**config.mk**
```make
export PLATFORM = sky130hd
export DESIGN_NAME = bus_arbiter
export DESIGN_NICKNAME = d
export VERILOG_FILES = /design/src/hdl/arb_pkg.sv /design/src/hdl/pin_sync.sv /design/src/hdl/bus_arbiter.sv
export SDC_FILE = /design/constraint.sdc
export NUM_CORES = 1
export LEC_CHECK = 0
export BUFFER_PORTS_ARGS = -buffer_cell sky130_fd_sc_hd__buf_4
export CELL_PAD_IN_SITES_DETAIL_PLACEMENT = 0
export CELL_PAD_IN_SITES_GLOBAL_PLACEMENT = 1
export CORE_MARGIN = 4
export CORE_UTILIZATION = 49
export DETAILED_ROUTE_END_ITERATION = 8
export PLACE_DENSITY = 0.91
export SKIP_LAST_GASP = 1
export SLEW_MARGIN = 20
export SYNTH_ARGS = -nofsm -noshare
export SYNTH_HDL_FRONTEND = slang
export SYNTH_SLANG_ARGS = --single-unit
```
**constraint.sdc**
```tcl
create_clock -name CLK_SYS_IN -period 8.2 [get_ports CLK_SYS_IN]
set_input_delay 1.64 -clock CLK_SYS_IN [delete_from_list [all_inputs] [get_ports CLK_SYS_IN]]
set_output_delay 1.64 -clock CLK_SYS_IN [all_outputs]
set_load 0.01 [all_outputs]
```
**src/hdl/arb_pkg.sv**
```systemverilog
// constants shared by the bus arbitration logic and its input synchroniser
// assumes one 50 MHz system clock and active-low pins, except the rotating priority select and identifier pins
package arb_pkg;

   // clock figures
   localparam int          CLK_PERIOD_NS   = 20;            // system clock period
   localparam int          FLOAT_TIME_CLK  = 1;             // grant float time in input-clock cycles
   localparam int          FLOAT_CYCLES    = FLOAT_TIME_CLK; // one input clock is one system clock

   // processor count and identifier widths
   localparam int          NUM_PROCS       = 6;             // request lines on the shared bus
   localparam int          IDENT_W         = 3;             // identifier width
   localparam logic [2:0]  IDENT_NONE      = 3'h0;          // single processor, no request line

   // synchroniser bit positions
   localparam int          SYN_W           = 16;            // synchronised pin count
   localparam int          SYN_HREQ        = 0;             // host request
   localparam int          SYN_CS          = 1;             // host chip select
   localparam int          SYN_HGNT        = 2;             // host grant as seen on the wire
   localparam int          SYN_DMA_A       = 3;             // dma request a
   localparam int          SYN_DMA_B       = 4;             // dma request b
   localparam int          SYN_ROT         = 5;             // rotating priority select
   localparam int          SYN_PA          = 6;             // priority access line
   localparam int          SYN_PEER_LO     = 7;             // first peer request bit
   localparam int          SYN_IDENT_LO    = 13;            // first identifier bit

   // reset values of pins and state
   localparam logic        PIN_IDLE        = 1'h1;          // active-low pin at rest
   localparam logic        OE_OFF          = 1'h1;          // enable high leaves the pin undriven
   localparam logic [5:0]  PEER_OE_OFF     = 6'h3f;         // no request line driven
   localparam logic [5:0]  PEER_IDLE       = 6'h3f;         // request lines at rest

   // host grant handshake states
   typedef enum logic [2:0]
   {
      HS_IDLE  = 3'h1,
      HS_FLOAT = 3'h2,
      HS_GRANT = 3'h4
   } host_state_t;

endpackage : arb_pkg

```
**src/hdl/pin_sync.sv**
```systemverilog
// two-flop synchroniser for the asynchronous arbitration pins
// assumes the inputs are pins that settle between clock edges
`timescale 1ns/10ps
module pin_sync
   import arb_pkg::*;
(
   // clock and reset
   input  wire logic             CLK_SYS_IN,
   input  wire logic             RSTN_IN,
   // pins in, synchronised copies out
   input  wire logic [SYN_W-1:0] PINS_IN,
   output logic      [SYN_W-1:0] PINS_OUT
);

   logic [SYN_W-1:0] meta_reg;   // first stage, read only by the second
   logic [SYN_W-1:0] stable_reg; // second stage

   // one pair of flops per pin; pins rest high
   genvar g;
   generate
      for (g = 0; g < SYN_W; g++)
      begin : g_bit
         always_ff @(posedge CLK_SYS_IN or negedge RSTN_IN)
         begin
            if (!RSTN_IN)
            begin
               meta_reg[g]   <= 1'h1;
               stable_reg[g] <= 1'h1;
            end
            else
            begin
               meta_reg[g]   <= PINS_IN[g];
               stable_reg[g] <= meta_reg[g];
            end
         end
      end
   endgenerate

   assign PINS_OUT = stable_reg;

endmodule : pin_sync

```
**src/hdl/bus_arbiter.sv**
```systemverilog
// external bus ownership: host grant, host wait line, dma grants, peer arbitration
// assumes identical peers on the same clock and the wire resolved outside from the enables
//
// Behaviour
// (RQ1) grant the host when it requests
// (RQ2) hold grant low until request withdrawn
// (RQ3) only bus master drives host grant
// (RQ4) grant floats one clock before driven
// (RQ5) host selects us for asynchronous transfers
// (RQ6) pull acknowledge low for wait states
// (RQ7) peripherals request dma on two lines
// (RQ8) dma grant precedes transfer by one cycle
// (RQ9) dma grants driven by master only
// (RQ10) identifier picks own request line
// (RQ11) identifier fixed or changed in reset
// (RQ12) drive own line, watch all others
// (RQ13) unused request lines held high externally
// (RQ14) select high rotates, low fixes priority
// (RQ15) priority select equal on all processors
// (RQ16) priority access suspends master background dma
// (RQ17) priority access line common to all
// (RQ18) host requests bus with active-low line
// (RQ19) host request beats all peer requests
// (RQ20) all decisions on clock edges, reset idle
// (RQ21) fixed lowest wins; rotating demotes last master
`timescale 1ns/10ps
module bus_arbiter
   import arb_pkg::*;
(
   // clock and reset
   input  wire logic       CLK_SYS_IN,
   input  wire logic       RSTN_IN,
   // host handshake pins
   input  wire logic       HOST_REQUEST_N_IN,
   input  wire logic       HOST_SELECT_N_IN,
   input  wire logic       HOST_GRANT_N_IN,
   output logic            HOST_GRANT_N_OUT,
   output logic            HOST_GRANT_N_OE_N_OUT,
   output logic            HOST_ASYNC_ACK_OUT,
   output logic            HOST_ASYNC_ACK_OE_N_OUT,
   // external dma pins
   input  wire logic       EXT_DMA_REQ_A_N_IN,
   input  wire logic       EXT_DMA_REQ_B_N_IN,
   output logic            EXT_DMA_GNT_A_N_OUT,
   output logic            EXT_DMA_GNT_A_N_OE_N_OUT,
   output logic            EXT_DMA_GNT_B_N_OUT,
   output logic            EXT_DMA_GNT_B_N_OE_N_OUT,
   // multiprocessor pins
   input  wire logic [2:0] PROC_IDENT_IN,
   input  wire logic [5:0] PEER_BUS_REQ_N_IN,
   output logic      [5:0] PEER_BUS_REQ_N_OUT,
   output logic      [5:0] PEER_BUS_REQ_N_OE_N_OUT,
   input  wire logic       ROTATE_PRIO_SEL_IN,
   input  wire logic       PRIO_ACCESS_N_IN,
   output logic            PRIO_ACCESS_N_OUT,
   output logic            PRIO_ACCESS_N_OE_N_OUT,
   // core side
   input  wire logic       BUS_NEED_IN,
   input  wire logic       PRIO_NEED_IN,
   input  wire logic       HOST_ACCESS_DONE_IN,
   input  wire logic       DMA_READY_IN,
   output logic            BUS_MASTER_OUT,
   output logic            HOST_OWNS_OUT,
   output logic            DMA_SUSPEND_OUT,
   output logic      [1:0] DMA_START_OUT
);

   // synchronised pins
   logic [SYN_W-1:0] pins;         // raw pins gathered
   logic [SYN_W-1:0] syn;          // their synchronised copies
   logic             hreq;         // host request active
   logic             hsel;         // chip select active
   logic             hgnt_seen;    // grant low on the wire
   logic             dreq_a;       // dma request a active
   logic             dreq_b;       // dma request b active
   logic             rot;          // rotating priority chosen
   logic             pa_seen;      // priority access low on the wire
   logic [5:0]       peer_req;     // active request lines
   logic [2:0]       ident;        // identifier as sampled

   // state
   host_state_t      hs_reg;       // host handshake state
   host_state_t      hs_next;
   logic [2:0]       master_reg;   // current master, 1..6, 0 none
   logic [2:0]       master_next;
   logic [2:0]       last_reg;     // previous master for rotation
   logic [2:0]       ident_reg;    // identifier caught after reset
   logic             is_master;    // this processor owns the bus
   logic             host_hold;    // host owns or is being granted the bus
   logic             arb_free;     // bus free for a new winner
   logic [5:0]       own_onehot;   // own request line
   logic             pa_other;     // someone else asserts priority access
   logic [2:0]       winner;       // candidate master

   // output registers
   logic             hgnt_reg;
   logic             hgnt_oe_reg;
   logic             ack_oe_reg;
   logic             gnt_a_reg;
   logic             gnt_b_reg;
   logic             gnt_oe_reg;
   logic [5:0]       peer_out_reg;
   logic [5:0]       peer_oe_reg;
   logic             pa_out_reg;
   logic             master_out_reg;
   logic             host_owns_reg;
   logic             suspend_reg;
   logic [1:0]       start_reg;

   // winner search, starting just past the start line
   function automatic logic [2:0] pick_winner(input logic [5:0] req,
                                              input logic [2:0] last,
                                              input logic       rotate);
      logic [2:0] win;
      int         k;
      int         idx;
      win = 3'h0;
      for (k = NUM_PROCS - 1; k >= 0; k--)
      begin
         idx = (rotate ? int'(last) + k : k) % NUM_PROCS;
         if (req[idx])
         begin
            win = 3'(idx + 1);
         end
      end
      return win;
   endfunction : pick_winner

   // every pin passes two flops first
   assign pins = {PROC_IDENT_IN, PEER_BUS_REQ_N_IN, PRIO_ACCESS_N_IN, ROTATE_PRIO_SEL_IN,
                  EXT_DMA_REQ_B_N_IN, EXT_DMA_REQ_A_N_IN, HOST_GRANT_N_IN, HOST_SELECT_N_IN,
                  HOST_REQUEST_N_IN};

   pin_sync u_sync
   (
      .CLK_SYS_IN (CLK_SYS_IN),
      .RSTN_IN    (RSTN_IN),
      .PINS_IN    (pins),
      .PINS_OUT   (syn)
   );

   // decoded synchronised pins, active high
   assign hreq      = !syn[SYN_HREQ];
   assign hsel      = !syn[SYN_CS];
   assign hgnt_seen = !syn[SYN_HGNT];
   assign dreq_a    = !syn[SYN_DMA_A];
   assign dreq_b    = !syn[SYN_DMA_B];
   assign rot       = syn[SYN_ROT];
   assign pa_seen   = !syn[SYN_PA];
   assign peer_req  = ~syn[SYN_PEER_LO +: NUM_PROCS];
   assign ident     = syn[SYN_IDENT_LO +: IDENT_W];

   // own line from the identifier; none for identifier zero
   assign own_onehot = (ident_reg == IDENT_NONE) ? 6'h00 : 6'(6'h01 << (ident_reg - 3'h1)); // see (RQ10)

   // single processor always masters; else the arbitrated index matches ours
   assign is_master = (ident_reg == IDENT_NONE) || (master_reg == ident_reg);

   // host request or a grant on the wire freezes peer arbitration
   assign host_hold = (hs_reg != HS_IDLE) || hgnt_seen; // see (RQ19)

   // another processor pulls priority access
   assign pa_other  = pa_seen && !PRIO_ACCESS_N_OE_N_OUT ? 1'h0 : pa_seen;

   // bus free when nobody owns it or the owner dropped its line
   assign arb_free  = !host_hold && ((master_reg == 3'h0) || !peer_req[master_reg - 3'h1]);
   // rotation starts just past the owner being replaced, else past the last owner
   assign winner    = pick_winner(peer_req, (master_reg != 3'h0) ? master_reg : last_reg, rot); // see (RQ14) (RQ21)

   // identifier is caught once per clock; stable outside reset by system wiring
   always_ff @(posedge CLK_SYS_IN or negedge RSTN_IN)
   begin
      if (!RSTN_IN)
      begin
         ident_reg <= IDENT_NONE;
      end
      else
      begin
         ident_reg <= ident;
      end
   end

   // host handshake: float one clock, then grant until released
   always_comb
   begin
      hs_next = hs_reg;
      unique case (hs_reg)
         HS_IDLE:
         begin
            if (hreq)
            begin
               hs_next = HS_FLOAT; // see (RQ1) (RQ4)
            end
         end
         HS_FLOAT:
         begin
            hs_next = hreq ? HS_GRANT : HS_IDLE;
         end
         HS_GRANT:
         begin
            if (!hreq)
            begin
               hs_next = HS_IDLE; // see (RQ2)
            end
         end
      endcase
   end

   // arbitration result moves only while the bus is free
   always_comb
   begin
      master_next = master_reg;
      if (arb_free)
      begin
         master_next = winner; // see (RQ12) (RQ20)
      end
   end

   // state registers
   always_ff @(posedge CLK_SYS_IN or negedge RSTN_IN)
   begin
      if (!RSTN_IN)
      begin
         hs_reg     <= HS_IDLE;
         master_reg <= 3'h0;
         last_reg   <= 3'h0;
      end
      else
      begin
         hs_reg     <= hs_next;
         master_reg <= master_next;
         // remember who held the bus for rotation
         if (arb_free && (master_reg != 3'h0))
         begin
            last_reg <= master_reg; // see (RQ21)
         end
      end
   end

   // host grant pin: master drives, float cycle and non-masters leave it open
   always_ff @(posedge CLK_SYS_IN or negedge RSTN_IN)
   begin
      if (!RSTN_IN)
      begin
         hgnt_reg    <= PIN_IDLE;
         hgnt_oe_reg <= OE_OFF;
         host_owns_reg <= 1'h0;
      end
      else
      begin
         hgnt_reg      <= !(hs_next == HS_GRANT);
         hgnt_oe_reg   <= !(is_master && (hs_next != HS_FLOAT)); // see (RQ3) (RQ4)
         host_owns_reg <= (hs_next == HS_GRANT) || hgnt_seen;
      end
   end

   // open-drain wait line during an asynchronous host access
   always_ff @(posedge CLK_SYS_IN or negedge RSTN_IN)
   begin
      if (!RSTN_IN)
      begin
         ack_oe_reg <= OE_OFF;
      end
      else
      begin
         ack_oe_reg <= !(hsel && hreq && !HOST_ACCESS_DONE_IN); // see (RQ6)
      end
   end

   // dma grants: one-cycle pulse, start follows; a before b
   always_ff @(posedge CLK_SYS_IN or negedge RSTN_IN)
   begin
      if (!RSTN_IN)
      begin
         gnt_a_reg   <= PIN_IDLE;
         gnt_b_reg   <= PIN_IDLE;
         gnt_oe_reg  <= OE_OFF;
         start_reg   <= 2'h0;
         suspend_reg <= 1'h0;
      end
      else
      begin
         gnt_oe_reg  <= !is_master; // see (RQ9)
         suspend_reg <= is_master && pa_other; // see (RQ16)
         start_reg   <= {!gnt_b_reg, !gnt_a_reg}; // see (RQ8)
         gnt_a_reg   <= PIN_IDLE;
         gnt_b_reg   <= PIN_IDLE;
         // no grant back to back, none under host or priority access
         if (is_master && !host_hold && !pa_other && DMA_READY_IN && gnt_a_reg && gnt_b_reg)
         begin
            if (dreq_a)
            begin
               gnt_a_reg <= 1'h0; // see (RQ8)
            end
            else if (dreq_b)
            begin
               gnt_b_reg <= 1'h0;
            end
         end
      end
   end

   // own request line and priority access drive
   always_ff @(posedge CLK_SYS_IN or negedge RSTN_IN)
   begin
      if (!RSTN_IN)
      begin
         peer_out_reg   <= PEER_IDLE;
         peer_oe_reg    <= PEER_OE_OFF;
         pa_out_reg     <= PIN_IDLE;
         master_out_reg <= 1'h0;
      end
      else
      begin
         peer_oe_reg  <= ~own_onehot; // see (RQ12)
         // master yields to a priority access from a slave
         peer_out_reg <= (BUS_NEED_IN || PRIO_NEED_IN) && !(is_master && pa_other)
                         ? ~own_onehot : PEER_IDLE; // see (RQ16)
         pa_out_reg   <= !(PRIO_NEED_IN && !is_master);
         master_out_reg <= is_master && !host_hold; // see (RQ19)
      end
   end

   // ports straight from flops; acknowledge and priority access values tied low
   assign HOST_GRANT_N_OUT         = hgnt_reg;
   assign HOST_GRANT_N_OE_N_OUT    = hgnt_oe_reg;
   assign HOST_ASYNC_ACK_OUT       = 1'h0;
   assign HOST_ASYNC_ACK_OE_N_OUT  = ack_oe_reg;
   assign EXT_DMA_GNT_A_N_OUT      = gnt_a_reg;
   assign EXT_DMA_GNT_B_N_OUT      = gnt_b_reg;
   assign EXT_DMA_GNT_A_N_OE_N_OUT = gnt_oe_reg;
   assign EXT_DMA_GNT_B_N_OE_N_OUT = gnt_oe_reg;
   assign PEER_BUS_REQ_N_OUT       = peer_out_reg;
   assign PEER_BUS_REQ_N_OE_N_OUT  = peer_oe_reg;
   assign PRIO_ACCESS_N_OUT        = 1'h0;
   assign PRIO_ACCESS_N_OE_N_OUT   = pa_out_reg;
   assign BUS_MASTER_OUT           = master_out_reg;
   assign HOST_OWNS_OUT            = host_owns_reg;
   assign DMA_SUSPEND_OUT          = suspend_reg;
   assign DMA_START_OUT            = start_reg;
endmodule : bus_arbiter

```
## Word level (Yosys, flattened, before mapping)

Index checks and enable logic that the tools add are counted.

| storage, ports and cells | value |
|---|---|
| register bits | 68 |
| input port bits | 22 |
| output and inout bits | 27 |
| logic and storage cells | 169 |

| cells by class | value |
|---|---|
| add/sub/neg operators | 13 |
| div/mod/pow operators | 6 |
| $lt $le $gt $ge | 7 |
| eq/ne operators | 7 |
| shift-type cells | 1 |
| mux-type cells | 45 |
| bitwise logic cells | 2 |
| reductions and logical operators | 39 |

Operators by type and width:

| cell | count |
|---|---|
| 32-bit by 5-bit less-than comparator with 1-bit output, second input constant | 6 |
| 32-bit by 4-bit modulo with 32-bit output, second input constant | 6 |
| 3-bit 2-to-1 mux | 11 |
| 1-bit binary-select mux with 3-bit select | 7 |
| 4-bit 2-to-1 mux | 5 |
| 1-bit 2-to-1 mux | 19 |
| 3-bit by 2-bit adder with 3-bit output, second input constant | 6 |
| 1-bit logical NOT | 17 |
| 1-bit logical AND | 14 |
| 6-bit 2-to-1 mux | 2 |
| 6-bit inverter | 2 |
| 3-bit case mux with 3 select lines | 1 |
| 3-bit by 2-bit adder with 4-bit output, second input constant | 2 |
| 3-bit by 3-bit adder with 4-bit output, second input constant | 2 |
| 3-bit == test, second input constant | 2 |
| 3-bit logical NOT | 2 |
| 1-bit by 3-bit left shift with 6-bit output, first input constant | 1 |
| 3-bit by 1-bit subtractor with 3-bit output, second input constant | 2 |
| 1-bit logical OR | 5 |
| 3-bit by 1-bit adder with 4-bit output, second input constant | 1 |
| 3-bit by 4-bit less-than comparator with 1-bit output, second input constant | 1 |
| 3-bit by 1-bit == test with 1-bit output, second input constant | 1 |
| 3-bit by 2-bit == test with 1-bit output, second input constant | 1 |
| 3-bit == test | 1 |
| 3 further kinds | 3 |

## Logic depth before layout (Yosys ltp)

| depth | value |
|---|---|
| word-level depth | 14 |
| gate-level depth with buffers | 21 |

## Modules after synthesis

Synthesis repeated with hierarchy kept, for this count alone.

| unflattened totals | value |
|---|---|
| cells, all modules | 357 |
| area total of the unflattened synthesis | 3779.9 um^2 |

Modules (own cells, without submodules):

| module | times used | cells an instance | area an instance (um^2) |
|---|---|---|---|
| bus_arbiter | 1 | 325 | 2939.1 |
| pin_sync | 1 | 32 | 840.8 |

## Worst setup path before layout

Ideal clock, no wire load.

| timing path | value |
|---|---|
| path kind | reg2reg |
| from | reg master_reg[0] |
| to | reg master_reg[1] |
| library setup time | 131 ps |
| arrival time | 4135 ps |
| required time | 8069 ps |
| slack | 3934 ps |
| cell stages (with the launch flop) | 21 |
| period minus slack after synthesis | 4266 ps |
| path through | dfrtp_1 buf_2 inv_1 ha_1 nor2b_1 buf_6 mux2i_2 inv_1 ha_1 xnor2_2 nand2_1 inv_2 ha_1 nor2b_1 and2_1 a21oi_1 o32ai_4 mux2i_4 o22ai_1 mux2_2 or3_1 |

| on the way | value |
|---|---|
| longest elaborated chain between the ends | 14 |
| elaborated cells on any way between the ends | 56 |
| classes of those cells | add/sub (12); div (6); mux (33); reduce/logical (5) |

RTL lines:

| what | line | text |
|---|---|---|
| start: declaration | bus_arbiter.sv:84 | `logic [2:0] master_reg;` |
| start signal: assignment | bus_arbiter.sv:231 | `master_reg <= master_next;` |
| 3-bit nonzero test | bus_arbiter.sv:168 | `assign winner = pick_winner(peer_req, (master_reg != 3'h0) ? master_reg : last_reg, rot);` |
| 3-bit 2-to-1 mux | bus_arbiter.sv:168 |  |
| 3-bit by 3-bit adder with 4-bit output | bus_arbiter.sv:120 | `idx = (rotate ? int'(last) + k : k) % NUM_PROCS;` |
| 4-bit 2-to-1 mux | bus_arbiter.sv:120 |  |
| 32-bit by 4-bit modulo with 32-bit output | bus_arbiter.sv:120 |  |
| 1-bit binary-select mux with 3-bit select | bus_arbiter.sv:121 | `if (req[idx])` |
| 1-bit 2-to-1 mux (implied by the code) (2 in series) | bus_arbiter.sv:121 |  |
| 3-bit 2-to-1 mux (6 in series) | bus_arbiter.sv:121 |  |

Several ways; a longest one is shown, not always the timed one. The select of a mux whose other input is x is not followed.
A chain may end at the register's enable or synchronous reset.

## Worst setup path after layout

Ends and elaborated chain as after synthesis.

==> impl_metrics.yaml <==
final_layout:
  diodes: 0
  fillers: 641
  fin_nets: 442
  mostFrequentLayoutCells: "dfstp_2, buf_4, nand2_1"
  design_area_mm2: 0.00436
  drive_gt1_share_pct: 33.5
  fin_cells: 502
  finalCoreUtilization_pct: 59.1
  syn2layout_area_growth_pct: 15.3
  layout_commonest_cell: "dfstp_2"
setup_path:
  critical-path-top-delay-family: "simple AND/OR/NAND/NOR gates"
  required_ps: 8420
  r2r-start: "master_reg[0]$_DFFE_PN0P_"
  endpoint_kind: "register"
  ff2ff_setup_slack_ps: 3060
  crit_path_frequent_cell: "ha_1"
  cp_max_fo: 8
  crit_chain: "inv_1 > ha_1 > nor2b_1 > mux2i_2 > inv_1 > ha_1 > xnor2_2 > nand2_1 > inv_2 > ha_1 > nor2b_1 > and2_1 > a21oi_1 > o32ai_4 > mux2i_4 > o22ai_1 > mux2_2 > or3_1"
  r2r-end: "master_reg[1]$_DFFE_PN0P_"
  slowest_stage: "mux2i_2"
  startpoint_type: "register"
  worstRegToRegCells: 18
  critPathBufInv: 3
  worstSetupPathType: "register to register"
  critical_path_arrival_ps: 5360
  max_stage_delay_ps: 550
cts:
  clkLatencyLatePin_ps: 340
  tritoncts: "built"
  clk_pin_slew_ps: 80
  cts.repair.resized: 0
  cts_root_buf: "clkbuf_8"
  numCtsBuffers: 9
  cts_sinks: 68
  cts_htree_levels: 3
  cts_setup_buffers: 0
  postCtsHoldBufs: 0
  cts_buffer_depth: 2
place:
  port-buffer-count: 46
  numPlacedInstances: 486
  gp_congestion: 0.871
  dpl_worst_slack_ps: 3160
  dpl.hpwl_mm: 5.69
  placed_area_mm2: 0.00416
timing:
  maxSlewHeadroom_pct: 48.1
  setup_viol: 0
  clock_skew_ps: 10.8
  worst_slack_ps: 3060
  period_minus_slack_ps: 5140
  drv_slew: 0
  finalHoldViolCount: 0
  fmax_ghz: 0.195
  min_period_over_period_pct: 62.7
  tightestPinTransition_ps: 779
  rsz0062_at_grt: "no"
  setup-tns-final_ps: 0
synth:
  yosysSeqAreaShare_pct: 46.7
  syn_avg_cell_area_um2: 10.6
  synthTopCellsByArea: "dfstp_2, dfrtp_1, ha_1, mux2i_1, a21oi_1"
  syn_inst: 357
  synth_top_flop_cell: "dfstp_2"
  synth_cell_types: 69
  synth_edf_count: 0
  synth-seq-cells: 68
  yosysTopAreaCell: "dfstp_2"
  async_flop_share_pct: 100
  synth_area_mm2: 0.00378
  synth_warnings: 0
  synth_top_area_share_pct: 36.1
drt:
  vias: 2858
  drc: 0
  vias_per_cell: 5.69
  dr.pass1.iters: 6
  drt_iter0_drc: 189
  wl_per_cell_um: 15.6
  antenna_left: 0
  routed_wirelength_mm: 7.81
die:
  start_util_pct: 51.3
  fp.dieH_um: 95.8
  fp.dieW_um: 95.8
  row_count: 31
  die-area_mm2: 0.00918
  core_mm2: 0.00737
  io_pins: 49
worst_hold_path:
  worstHoldPathCells: 0
  min-delay-start: "u_sync.meta_reg[5]$_DFF_PN1_"
  hp-class: "register to register"
  hold_path_end: "u_sync.PINS_OUT[5]$_DFF_PN1_"
global_routing:
  track_usage_pct: 18.3
  grt_pass1_wl_mm: 13.1
  antenna_found_initial: 0
  grt_pass1_vias: 2771
  overflow: 0
  grt_max_degree: 69
status:
  outcome: "completed"
pwr:
  power.static_leakage_uw: 0.00191
  ir_drop_v: 0.000195
  p_per_area_mw_per_mm2: 365
run:
  max_cap_violations: 0
[area by class of cell]
cell class	instances	area [um2]	area share, %
timing repair buffer	46	345	7.92
clock buffer	10	128	2.93
sequential	68	1770	40.5
multi-input combinational	252	1840	42.3
clock inverter	6	72.6	1.67
tap	99	124	2.84
inverter	21	78.8	1.81
[cell families after synthesis]
family / count (synthesis) / share of synthesized area, %
flops: 68 / 46.7
compound gates: 80 / 15.3
xor+xnor: 12 / 2.98
simple gates: 112 / 15.3
mux: 24 / 7.75
other cells: 1 / 0.0992
fa+ha+maj: 22 / 7.28
buf+inv: 38 / 4.60
[routing by layer]
metal  share of wire, %  track usage, %
met3                6.2            3.60
met2                 46            28.7
met1                 46            25.3
met4                2.2            6.87
met5                  0               0
[Yosys cell counts (all sizes together) (2+ instances only)]
library cell  number
a22oi              3
nand2             28
nand3             11
and2               4
nor3               3
or3b               3
o2111ai            2
o21ai             14
xnor2              8
buf               10
ha                22
dfrtp             16
a211oi             2
o31ai              5
o21a               2
nor2b              7
o211a              2
inv               21
a21boi             3
a21o               2
mux2               6
a21oi             21
clkbuf             7
nand2b             5
and3               2
o211ai             3
a2111oi            2
nor2              23
xor2               4
a41o               2
o22ai              2
o41ai              2
nand3b             4
nor4               5
dfstp             52
mux2i             17
or3               11
[metrics by stage]
stage / hold WS [ps] / total power, uW
finish: 350 / 1590
global route: 359 / 1710
CTS: 354 / 1580
detailed placement: 347 / 1300
global placement: 346 / 1280
floorplan: 345 / 1120
[report_power, final]
group          total [uW]  switching (uW)  internal [uW]
clock network         277             133            144
registers             433            43.4            390
logic                 880             519            361
[worst max path at each step]
stage / start / end / slack (ps) / cells past startpoint
floorplan: master_reg[0]$_DFFE_PN0P_ / master_reg[1]$_DFFE_PN0P_ / 3930 / 20
global placement: master_reg[0]$_DFFE_PN0P_ / master_reg[1]$_DFFE_PN0P_ / 3360 / 18
detailed placement: master_reg[0]$_DFFE_PN0P_ / master_reg[1]$_DFFE_PN0P_ / 3160 / 18
CTS: master_reg[0]$_DFFE_PN0P_ / master_reg[1]$_DFFE_PN0P_ / 3140 / 18
global route: master_reg[0]$_DFFE_PN0P_ / master_reg[1]$_DFFE_PN0P_ / 2760 / 18
finish: master_reg[0]$_DFFE_PN0P_ / master_reg[1]$_DFFE_PN0P_ / 3060 / 18
(Power assumes the default switching activity.)
